--- src/verilog/uspd_pkg.sv ---
// Constants shared by the USB status and pin function block.
package uspd_pkg;
  localparam int unsigned ADDR_W      = 8;
  localparam int unsigned DATA_W      = 32;
  localparam int unsigned NPIN        = 9;
  localparam int unsigned NACT        = 2;

  // Register offsets.
  localparam logic [7:0] OFS_FLAG_A   = 8'h00;
  localparam logic [7:0] OFS_FLAG_B   = 8'h04;
  localparam logic [7:0] OFS_PIN_FUNC = 8'h08;
  localparam logic [7:0] OFS_GPIO_DIR = 8'h0c;
  localparam logic [7:0] OFS_GPIO_OUT = 8'h10;
  localparam logic [7:0] OFS_PULL_EN  = 8'h14;
  localparam logic [7:0] OFS_STATUS   = 8'h18;
  localparam logic [7:0] OFS_MAX_PWR  = 8'h1c;

  // Status flag setup fields.
  localparam int unsigned FLG_POL     = 0;
  localparam int unsigned FLG_RESET   = 1;
  localparam int unsigned FLG_SUSP    = 2;
  localparam int unsigned FLG_POWER   = 3;
  localparam int unsigned FLG_W       = 4;
  localparam logic [3:0] FLAG_A_RST   = 4'h5;
  localparam logic [3:0] FLAG_B_RST   = 4'h4;

  // Pin indices, shared by the function, direction, output, pull and status fields.
  localparam int unsigned PIN_RX_ACT  = 0;
  localparam int unsigned PIN_TX_ACT  = 1;
  localparam int unsigned PIN_SET_RDY = 2;
  localparam int unsigned PIN_TRM_RDY = 3;
  localparam int unsigned PIN_RING    = 4;
  localparam int unsigned PIN_CARRIER = 5;
  localparam int unsigned PIN_HALF_DX = 6;
  localparam int unsigned PIN_CLR_SND = 7;
  localparam int unsigned PIN_REQ_SND = 8;

  // Function register: bits 8:0 pick the alternate function, 9 and 10 pick its flavour.
  localparam int unsigned FN_RING_WAKE = 9;
  localparam int unsigned FN_REQ_HDX   = 10;
  localparam int unsigned FN_W         = 11;
  localparam logic [10:0] PIN_FUNC_RST = 11'h1c3;
  localparam logic [8:0]  GPIO_DIR_RST = 9'h00c;
  localparam logic [8:0]  GPIO_OUT_RST = 9'h000;
  localparam logic [8:0]  PULL_EN_RST  = 9'h0b0;

  // Power figure of one unit load and the default descriptor value.
  localparam logic [7:0] ONE_UNIT_LOAD = 8'h32;
  localparam logic [7:0] MAX_PWR_RST   = 8'h32;

  // Status register fields above the pin levels.
  localparam int unsigned ST_BUS_RESET = 16;
  localparam int unsigned ST_SUSPEND   = 17;
  localparam int unsigned ST_CONFIG    = 18;
  localparam int unsigned ST_FLAG_A    = 19;
  localparam int unsigned ST_FLAG_B    = 20;
  localparam int unsigned ST_UNSAFE    = 21;

  // Activity indicator timing.
  localparam longint unsigned CLK_HZ        = 200_000_000;
  localparam longint unsigned ACT_TOGGLE_MS = 100;
  localparam longint unsigned ACT_CYCLES    = (CLK_HZ / 1000) * ACT_TOGGLE_MS;
endpackage : uspd_pkg

--- src/verilog/uspd_act_if.sv ---
// Interface that carries the activity indicator signals between the top and the blinker.
`timescale 1ns/1ps
`default_nettype none
interface uspd_act_if;
  logic       tick;
  logic [1:0] busy;
  logic [1:0] led;
  modport ctrl (output tick, output busy, input led);
  modport blink (input tick, input busy, output led);
endinterface : uspd_act_if
`default_nettype wire

--- src/verilog/uspd_top.sv ---
// USB status flags and multiplexed pin function control.
//
// Notes on behaviour
// - Flag A asserts for only the first cycle of a bus reset, if chosen; the reset reloads a setup that drops it.
// - Flag A asserts while the device is suspended, if chosen.
// - Unsafe current with power at or below one unit load: assert during suspend.
// - Unsafe current with power above one unit load: assert until configured.
// - Flag A polarity and conditions come from its own setup register.
// - A flag deasserts whenever none of its chosen conditions holds.
// - Flag A resets to active high, asserted only during suspend.
// - Flag B acts like A but resets to active low during suspend.
// - Receive indicator, default push-pull, toggles near 10 Hz while receiving.
// - Transmit indicator, default push-pull, toggles near 10 Hz while transmitting.
// - Set-ready pin is an active-low input when selected, else GPIO output.
// - Terminal-ready pin is an active-low push-pull output when selected, else GPIO output.
// - Ring pin is active-low ring or wakeup input, default GPIO input with pull-up.
// - Carrier pin is an active-low input when selected, default GPIO input with pull-up.
// - Half-duplex pin defaults to active-high push-pull transceiver enable, else GPIO.
// - Clear-to-send pin defaults to active-low input with pull-up, else GPIO.
// - Request-to-send defaults to open-drain active-low output, or half-duplex enable, or GPIO.
// - Enabled pull resistors stay enabled during suspend.
// - Bus reset returns runtime pin settings to their defaults and disables resistors until it ends.
//
// The address map and the address-and-strobe port were left to the implementer.
`timescale 1ns/1ps
`default_nettype none
module uspd_top #(
  parameter longint unsigned ACT_TOGGLE_CYCLES = uspd_pkg::ACT_CYCLES
) (
  input  wire logic                        clk,
  input  wire logic                        resetn,
  input  wire logic [uspd_pkg::ADDR_W-1:0] reg_addr,
  input  wire logic [uspd_pkg::DATA_W-1:0] reg_wdata,
  input  wire logic                        reg_wr,
  input  wire logic                        reg_rd,
  output var  logic [uspd_pkg::DATA_W-1:0] reg_rdata,
  input  wire logic                        usb_bus_reset,
  input  wire logic                        usb_suspended,
  input  wire logic                        usb_configured,
  input  wire logic                        uart_rx_busy,
  input  wire logic                        uart_tx_busy,
  input  wire logic                        half_duplex_drive,
  input  wire logic                        send_request,
  input  wire logic                        terminal_ready,
  output var  logic                        bus_state_flag_a_out,
  output var  logic                        bus_state_flag_a_oe,
  output var  logic                        bus_state_flag_b_out,
  output var  logic                        bus_state_flag_b_oe,
  input  wire logic [uspd_pkg::NPIN-1:0]   pin_in,
  output var  logic [uspd_pkg::NPIN-1:0]   pin_out,
  output var  logic [uspd_pkg::NPIN-1:0]   pin_oe,
  output var  logic [uspd_pkg::NPIN-1:0]   pin_pull_en,
  output var  logic                        set_ready_active,
  output var  logic                        carrier_active,
  output var  logic                        ring_active,
  output var  logic                        wakeup_request,
  output var  logic                        clear_to_send_active
);
  import uspd_pkg::*;

  localparam int unsigned CNT_W = $clog2(ACT_TOGGLE_CYCLES + 1);

  generate
    if (ACT_TOGGLE_CYCLES < 2) begin : g_bad_cycles
      $error("ACT_TOGGLE_CYCLES must be at least 2.");
    end
  endgenerate

  // Software visible state.
  logic [FLG_W-1:0] flag_a_pin_setup;
  logic [FLG_W-1:0] flag_b_pin_setup;
  logic [FN_W-1:0]  pin_func;
  logic [NPIN-1:0]  gpio_dir;
  logic [NPIN-1:0]  gpio_out;
  logic [NPIN-1:0]  pull_en;
  logic [7:0]       max_power;

  // Address decode.
  wire hit_flag_a = (reg_addr == OFS_FLAG_A);
  wire hit_flag_b = (reg_addr == OFS_FLAG_B);
  wire hit_func   = (reg_addr == OFS_PIN_FUNC);
  wire hit_dir    = (reg_addr == OFS_GPIO_DIR);
  wire hit_out    = (reg_addr == OFS_GPIO_OUT);
  wire hit_pull   = (reg_addr == OFS_PULL_EN);
  wire hit_status = (reg_addr == OFS_STATUS);
  wire hit_power  = (reg_addr == OFS_MAX_PWR);

  // Runtime settings fall back to their defaults for the whole of a bus reset; writes are ignored meanwhile.
  always_ff @(posedge clk or negedge resetn) begin
    if (!resetn) begin
      flag_a_pin_setup <= FLAG_A_RST;
      flag_b_pin_setup <= FLAG_B_RST;
      pin_func         <= PIN_FUNC_RST;
      gpio_dir         <= GPIO_DIR_RST;
      gpio_out         <= GPIO_OUT_RST;
      pull_en          <= PULL_EN_RST;
      max_power        <= MAX_PWR_RST;
    end else if (usb_bus_reset) begin
      flag_a_pin_setup <= FLAG_A_RST;
      flag_b_pin_setup <= FLAG_B_RST;
      pin_func         <= PIN_FUNC_RST;
      gpio_dir         <= GPIO_DIR_RST;
      gpio_out         <= GPIO_OUT_RST;
      pull_en          <= PULL_EN_RST;
      max_power        <= MAX_PWR_RST;
    end else if (reg_wr) begin
      if (hit_flag_a) begin
        flag_a_pin_setup <= reg_wdata[FLG_W-1:0];
      end else if (hit_flag_b) begin
        flag_b_pin_setup <= reg_wdata[FLG_W-1:0];
      end else if (hit_func) begin
        pin_func <= reg_wdata[FN_W-1:0];
      end else if (hit_dir) begin
        gpio_dir <= reg_wdata[NPIN-1:0];
      end else if (hit_out) begin
        gpio_out <= reg_wdata[NPIN-1:0];
      end else if (hit_pull) begin
        pull_en <= reg_wdata[NPIN-1:0];
      end else if (hit_power) begin
        max_power <= reg_wdata[7:0];
      end
    end
  end

  // Pin input synchroniser: a level counts once the second and third stages agree.
  logic [NPIN-1:0] sync1;
  logic [NPIN-1:0] sync2;
  logic [NPIN-1:0] sync3;
  logic [NPIN-1:0] pin_level;

  genvar g;
  generate
    for (g = 0; g < NPIN; g++) begin : g_sync
      always_ff @(posedge clk or negedge resetn) begin
        if (!resetn) begin
          sync1[g]     <= 1'b1;
          sync2[g]     <= 1'b1;
          sync3[g]     <= 1'b1;
          pin_level[g] <= 1'b1;
        end else begin
          sync1[g] <= pin_in[g];
          sync2[g] <= sync1[g];
          sync3[g] <= sync2[g];
          if (sync2[g] == sync3[g]) begin
            pin_level[g] <= sync3[g];
          end
        end
      end
    end
  endgenerate

  // USB status conditions.
  wire low_power_cfg = (max_power <= ONE_UNIT_LOAD);
  wire unsafe_now    = low_power_cfg ? usb_suspended : !usb_configured;
  wire [FLG_W-1:0] cond_vec = {unsafe_now, usb_suspended, usb_bus_reset, 1'b0};

  wire flag_a_hit = |(flag_a_pin_setup[FLG_W-1:1] & cond_vec[FLG_W-1:1]);
  wire flag_b_hit = |(flag_b_pin_setup[FLG_W-1:1] & cond_vec[FLG_W-1:1]);
  wire flag_a_lvl = flag_a_pin_setup[FLG_POL] ? flag_a_hit : !flag_a_hit;
  wire flag_b_lvl = flag_b_pin_setup[FLG_POL] ? flag_b_hit : !flag_b_hit;

  // Activity indicators run from a one-cycle enable divided down from the core clock.
  logic [CNT_W-1:0] act_cnt;
  logic             act_tick;
  wire              act_wrap = (act_cnt == CNT_W'(ACT_TOGGLE_CYCLES - 1));

  always_ff @(posedge clk or negedge resetn) begin
    if (!resetn) begin
      act_cnt  <= '0;
      act_tick <= 1'b0;
    end else begin
      act_cnt  <= act_wrap ? '0 : act_cnt + 1'b1;
      act_tick <= act_wrap;
    end
  end

  uspd_act_if act ();
  assign act.tick = act_tick;
  assign act.busy = {uart_tx_busy, uart_rx_busy};

  uspd_blink u_blink (
    .clk    (clk),
    .resetn (resetn),
    .clear  (usb_bus_reset),
    .act    (act)
  );

  // Alternate function drive of each pin.
  wire [NPIN-1:0] alt_out;
  wire [NPIN-1:0] alt_oe;
  wire            req_hdx = pin_func[FN_REQ_HDX];

  assign alt_out[PIN_RX_ACT]  = act.led[0];
  assign alt_oe[PIN_RX_ACT]   = 1'b1;
  assign alt_out[PIN_TX_ACT]  = act.led[1];
  assign alt_oe[PIN_TX_ACT]   = 1'b1;
  assign alt_out[PIN_SET_RDY] = 1'b0;
  assign alt_oe[PIN_SET_RDY]  = 1'b0;
  assign alt_out[PIN_TRM_RDY] = !terminal_ready;
  assign alt_oe[PIN_TRM_RDY]  = 1'b1;
  assign alt_out[PIN_RING]    = 1'b0;
  assign alt_oe[PIN_RING]     = 1'b0;
  assign alt_out[PIN_CARRIER] = 1'b0;
  assign alt_oe[PIN_CARRIER]  = 1'b0;
  assign alt_out[PIN_HALF_DX] = half_duplex_drive;
  assign alt_oe[PIN_HALF_DX]  = 1'b1;
  assign alt_out[PIN_CLR_SND] = 1'b0;
  assign alt_oe[PIN_CLR_SND]  = 1'b0;
  // Open drain request line only ever pulls low, the board pull-up gives the idle high.
  assign alt_out[PIN_REQ_SND] = req_hdx ? half_duplex_drive : 1'b0;
  assign alt_oe[PIN_REQ_SND]  = req_hdx ? 1'b1 : send_request;

  wire [NPIN-1:0] alt_sel  = pin_func[NPIN-1:0];
  wire [NPIN-1:0] next_out = (alt_sel & alt_out) | (~alt_sel & gpio_out);
  wire [NPIN-1:0] next_oe  = (alt_sel & alt_oe) | (~alt_sel & gpio_dir);
  // Suspend has no say over the resistors; only a bus reset takes them off.
  wire [NPIN-1:0] next_pull = usb_bus_reset ? '0 : pull_en;

  // Modem inputs are active low and only reported while their function is selected.
  wire next_set_ready = alt_sel[PIN_SET_RDY] && !pin_level[PIN_SET_RDY];
  wire next_carrier   = alt_sel[PIN_CARRIER] && !pin_level[PIN_CARRIER];
  wire ring_low       = alt_sel[PIN_RING] && !pin_level[PIN_RING];
  wire next_ring      = ring_low && !pin_func[FN_RING_WAKE];
  wire next_wakeup    = ring_low && pin_func[FN_RING_WAKE];
  wire next_clear     = alt_sel[PIN_CLR_SND] && !pin_level[PIN_CLR_SND];

  // Read mux.
  wire [DATA_W-1:0] status_word = {
    {(DATA_W-ST_UNSAFE-1){1'b0}}, unsafe_now, flag_b_lvl, flag_a_lvl,
    usb_configured, usb_suspended, usb_bus_reset,
    {(ST_BUS_RESET-NPIN){1'b0}}, pin_level
  };
  wire [DATA_W-1:0] next_rdata =
    !reg_rd    ? '0 :
    hit_flag_a ? DATA_W'(flag_a_pin_setup) :
    hit_flag_b ? DATA_W'(flag_b_pin_setup) :
    hit_func   ? DATA_W'(pin_func) :
    hit_dir    ? DATA_W'(gpio_dir) :
    hit_out    ? DATA_W'(gpio_out) :
    hit_pull   ? DATA_W'(pull_en) :
    hit_status ? status_word :
    hit_power  ? DATA_W'(max_power) : '0;

  // Output registers.
  always_ff @(posedge clk or negedge resetn) begin
    if (!resetn) begin
      reg_rdata            <= '0;
      bus_state_flag_a_out <= 1'b0;
      bus_state_flag_a_oe  <= 1'b1;
      bus_state_flag_b_out <= 1'b0;
      bus_state_flag_b_oe  <= 1'b0;
      pin_out              <= '0;
      pin_oe               <= '0;
      pin_pull_en          <= '0;
      set_ready_active     <= 1'b0;
      carrier_active       <= 1'b0;
      ring_active          <= 1'b0;
      wakeup_request       <= 1'b0;
      clear_to_send_active <= 1'b0;
    end else begin
      reg_rdata            <= next_rdata;
      bus_state_flag_a_out <= 1'b0;
      bus_state_flag_a_oe  <= !flag_a_lvl;
      bus_state_flag_b_out <= 1'b0;
      bus_state_flag_b_oe  <= !flag_b_lvl;
      pin_out              <= next_out;
      pin_oe               <= next_oe;
      pin_pull_en          <= next_pull;
      set_ready_active     <= next_set_ready;
      carrier_active       <= next_carrier;
      ring_active          <= next_ring;
      wakeup_request       <= next_wakeup;
      clear_to_send_active <= next_clear;
    end
  end
endmodule : uspd_top
`default_nettype wire

--- src/verilog/uspd_blink.sv ---
// Activity indicator toggles for the receive and transmit channels.
`timescale 1ns/1ps
`default_nettype none
module uspd_blink (
  input  wire logic clk,
  input  wire logic resetn,
  input  wire logic clear,
  uspd_act_if.blink act
);
  import uspd_pkg::*;

  genvar g;
  generate
    for (g = 0; g < NACT; g++) begin : g_ch
      logic state;
      // The indicator rests low when idle so an unlit LED means no traffic.
      always_ff @(posedge clk or negedge resetn) begin
        if (!resetn) begin
          state <= 1'b0;
        end else if (clear || !act.busy[g]) begin
          state <= 1'b0;
        end else if (act.tick) begin
          state <= ~state;
        end
      end
      assign act.led[g] = state;
    end
  endgenerate
endmodule : uspd_blink
`default_nettype wire

--- config.mk ---
export PLATFORM = sky130hd
export DESIGN_NAME = uspd_top
export DESIGN_NICKNAME = d
export VERILOG_FILES = /design/src/verilog/uspd_pkg.sv /design/src/verilog/uspd_act_if.sv /design/src/verilog/uspd_top.sv /design/src/verilog/uspd_blink.sv
export SDC_FILE = /design/constraint.sdc
export NUM_CORES = 1
export LEC_CHECK = 0
export ABC_AREA = 1
export BUFFER_PORTS_ARGS = -buffer_cell sky130_fd_sc_hd__buf_2
export CAP_MARGIN = 0
export CELL_PAD_IN_SITES_DETAIL_PLACEMENT = 1
export CELL_PAD_IN_SITES_GLOBAL_PLACEMENT = 1
export CORE_ASPECT_RATIO = 1.5
export CORE_MARGIN = 5
export CORE_UTILIZATION = 35
export CTS_CLUSTER_DIAMETER = 30
export DETAILED_ROUTE_END_ITERATION = 10
export PLACE_DENSITY = 0.72
export RECOVER_POWER = 100
export SLEW_MARGIN = 20
export SYNTH_ARGS = -nofsm -noshare
export SYNTH_HDL_FRONTEND = slang
export SYNTH_SLANG_ARGS = --single-unit
export TNS_END_PERCENT = 5
--- constraint.sdc ---
create_clock -name clk -period 2.9 [get_ports clk]
set_input_delay 0.435 -clock clk [delete_from_list [all_inputs] [get_ports clk]]
set_output_delay 0.435 -clock clk [all_outputs]
set_load 0.01 [all_outputs]
==> qor.yml <==
timing:
  finalMaxSlewViolations: 62
  finalSetupViolCount: 0
  hold_violations: 0
  final.setup.tns_ps: 0
  period_share_pct: 74.80
  slew_headroom_pct: -4.869
  fmax_mhz: 461.0
  whs_ps: 98.25
  worst_pin_slew_ps: 1573
  finClkSkew_ps: 8.282
  rsz0062_at_grt: "no"
  finalCriticalPeriod_ps: 2169
yosys:
  seq_area_frac_synth_pct: 58.99
  synth.area.top_cells: "dfrtp_1 40%, dfstp_2 19%, nand2_1 7.8%"
  yosysUniqueCellTypes: 35
  synth_top_area_cell: "dfrtp_1"
  netlist.area_leader.share_pct: 39.86
  ys_async_sr_fraction_pct: 100.0
  ys_seq_elements: 169
  netlist_instances: 790
  synth_edf_count: 0
  ys.flop_type: "dfrtp_1"
  avgSynthCellArea_sq_um: 9.218
  synth_area_sq_mm: 0.007282
  synth.yosys.warnings: 0
clock_network:
  ctsHoldBuffers: 1
  cts_buffers: 17
  htree_levels: 4
  cts_setup_buffers: 0
  cts_sinks: 169
  cts-resized-gates: 0
  cts.path.max_buffers: 2
  clkTransAtPathRegs_ps: 70
  clock_latency_ps: 430
  cts_tree: "yes"
  root_buffer: "clkbuf_16"
global_route:
  grt_pass1_vias: 6013
  grt_use_total_pct: 16.98
  grt_max_degree: 63
  antenna_found_initial: 0
  grt_pass1_wl_mm: 31.49
  overflow: 0
cells_and_area:
  finish.utilization_pct: 41.19
  final_cells: 1169
  diodes: 0
  syn_to_final_growth_pct: 15.52
  fin_nets: 954
  layout_commonest_cell: "nand2_1"
  drive_gt1_share_pct: 12.93
  mostFrequentLayoutCells: "160 x nand2_1, 116 x dfrtp_1, 108 x inv_1"
outcome:
  violations: "capacitance limit, slew limit"
  status: "finished with violations"
worst_setup_path:
  cp_slowest_cell: "nand2_1"
  worstPathMaxFanout: 14
  end_kind: "flop"
  path_common_cell: "nand2_1"
  required_ps: 3230
  slowest_delay_ps: 380
  critPathKind: "in2reg"
  cp_cell_sequence: "buf_2, inv_1, nand2_1, nor2_4, nand2_1, nand2_1, nor2_1, nand2_2, nand2_1, o21ai_0"
  start_kind: "input pin"
  arrival_ps: 2490
power_and_ir_drop:
  leakage_uw: 0.004077
  ir_worst_vdd_v: 0.0003858
  power.total_uw: 5258
  power.density_mw_per_mm2: 625.0
drt:
  routed_via_density: 4.775
  drt_iter0_markers: 267
  drc: 0
  dr_total_vias: 5582
  wire_per_inst_microns: 16.76
  ant_nets: 0
  firstDrtPassIters: 4
  wl_mm: 19.59
run:
  maxCapViolations: 1
floorplan:
  fp.dieH_microns: 186.7
  initial_core_util_pct: 35.66
  core-area_sq_mm: 0.02042
  dieArea_sq_mm: 0.02385
  rows: 64
  chipWidth_microns: 127.8
  num_io_pins: 129
hold_path:
  hold_class: "in2reg"
placed_design:
  gp_congestion: 0.8415
  io_buffer_count: 90
  placed_cells: 1136
  dp_hpwl_mm: 14.41
==> registers in the layout, indices dropped and copies added (netlist names), 2 cells and up <==
name,flops
gpio_out,9
u_blink.g_ch.state,2
sync2,9
flag_a_pin_setup,4
pin_out,9
reg_rdata,17
max_power,8
pin_pull_en,9
act_cnt,25
pin_func,11
sync3,9
flag_b_pin_setup,4
pin_oe,9
pull_en,9
sync1,9
gpio_dir,9
pin_level,9
==> report_power, final <==
| group | internal [uW] | switching, uW |
|---|---|---|
| Clock | 1340 | 941 |
| Combinational | 109 | 280 |
| Sequential | 2520 | 67.5 |
==> metal layers <==
metal / track usage, % / vias to the layer above / part of all wire, %
met4: 7.557 / 0 / 3.3
met5: 0 / - / 0
met3: 3.146 / 37 / 3.5
met1: 18.82 / 2777 / 39
met2: 30.99 / 112 / 54
li1: - / 2656 / -
==> kinds of logic (layout without fill, tap and decap cells) <==
| group | Yosys count | count (layout) | share of synthesized area (%) |
|---|---|---|---|
| buffers and inverters | 143 | 242 | 8.935 |
| AO/OA/AOI/OAI | 96 | 96 | 7.337 |
| other | 1 | 17 | 0.05150 |
| adder cells (fa/ha/maj) | 10 | 10 | 1.409 |
| AND/OR/NAND/NOR | 354 | 354 | 21.24 |
| flip-flops | 169 | 169 | 58.99 |
| XOR/XNOR | 17 | 17 | 2.045 |
==> worst max-delay path: cells and delay by family <==
family          cells  cell delay, ps
compound gates      1             360
buf+inv             2             130
simple gates        7            1550
==> cell usage after synthesis (all sizes together), types with 2 or more instances <==
library cell	instances
nand2	164
dfrtp	116
inv	109
nor2	106
o21ai	72
nand3	57
dfstp	53
buf	31
a21oi	21
nor3	13
xor2	11
maj3	9
nand4	9
xnor2	6
clkbuf	3
nor4	2
o22ai	2
==> layout make-up <==
cell class | instances | area (sq um)
clock buffers | 22 | 474.2
clock inverters | 10 | 117.6
fillers | 2453 | 12010
inverters | 109 | 409.1
multi-input cells | 494 | 2321
flip-flops and latches | 169 | 4295
well taps | 264 | 330.3
repair buffers | 101 | 464.2
==> per-stage QoR <==
stage	instance area [sq um]	worst slack [ps]
after global routing	8412	464.3
after CTS	8577	963.3
final	8412	730.9
after floorplan	7342	1360
after detailed placement	7975	634.3
after global placement	7975	715.3
==> path summary, 6_finish.rpt <==
check	from	endpoint	slack [ps]	depth (start not counted)
setup / recovery	reg_addr[6]	gpio_out[4]	730	10
hold / removal	pin_in[6]	sync1[6]	100	1
setup reg to reg	act_cnt[0]	act_cnt[5]	780	8
hold reg to reg	sync1[3]	sync2[3]	360	0
max in group asynchronous	resetn	sync1[5]	790	3
min in group asynchronous	resetn	pin_pull_en[7]	950	2
(Power assumes the default switching activity.)
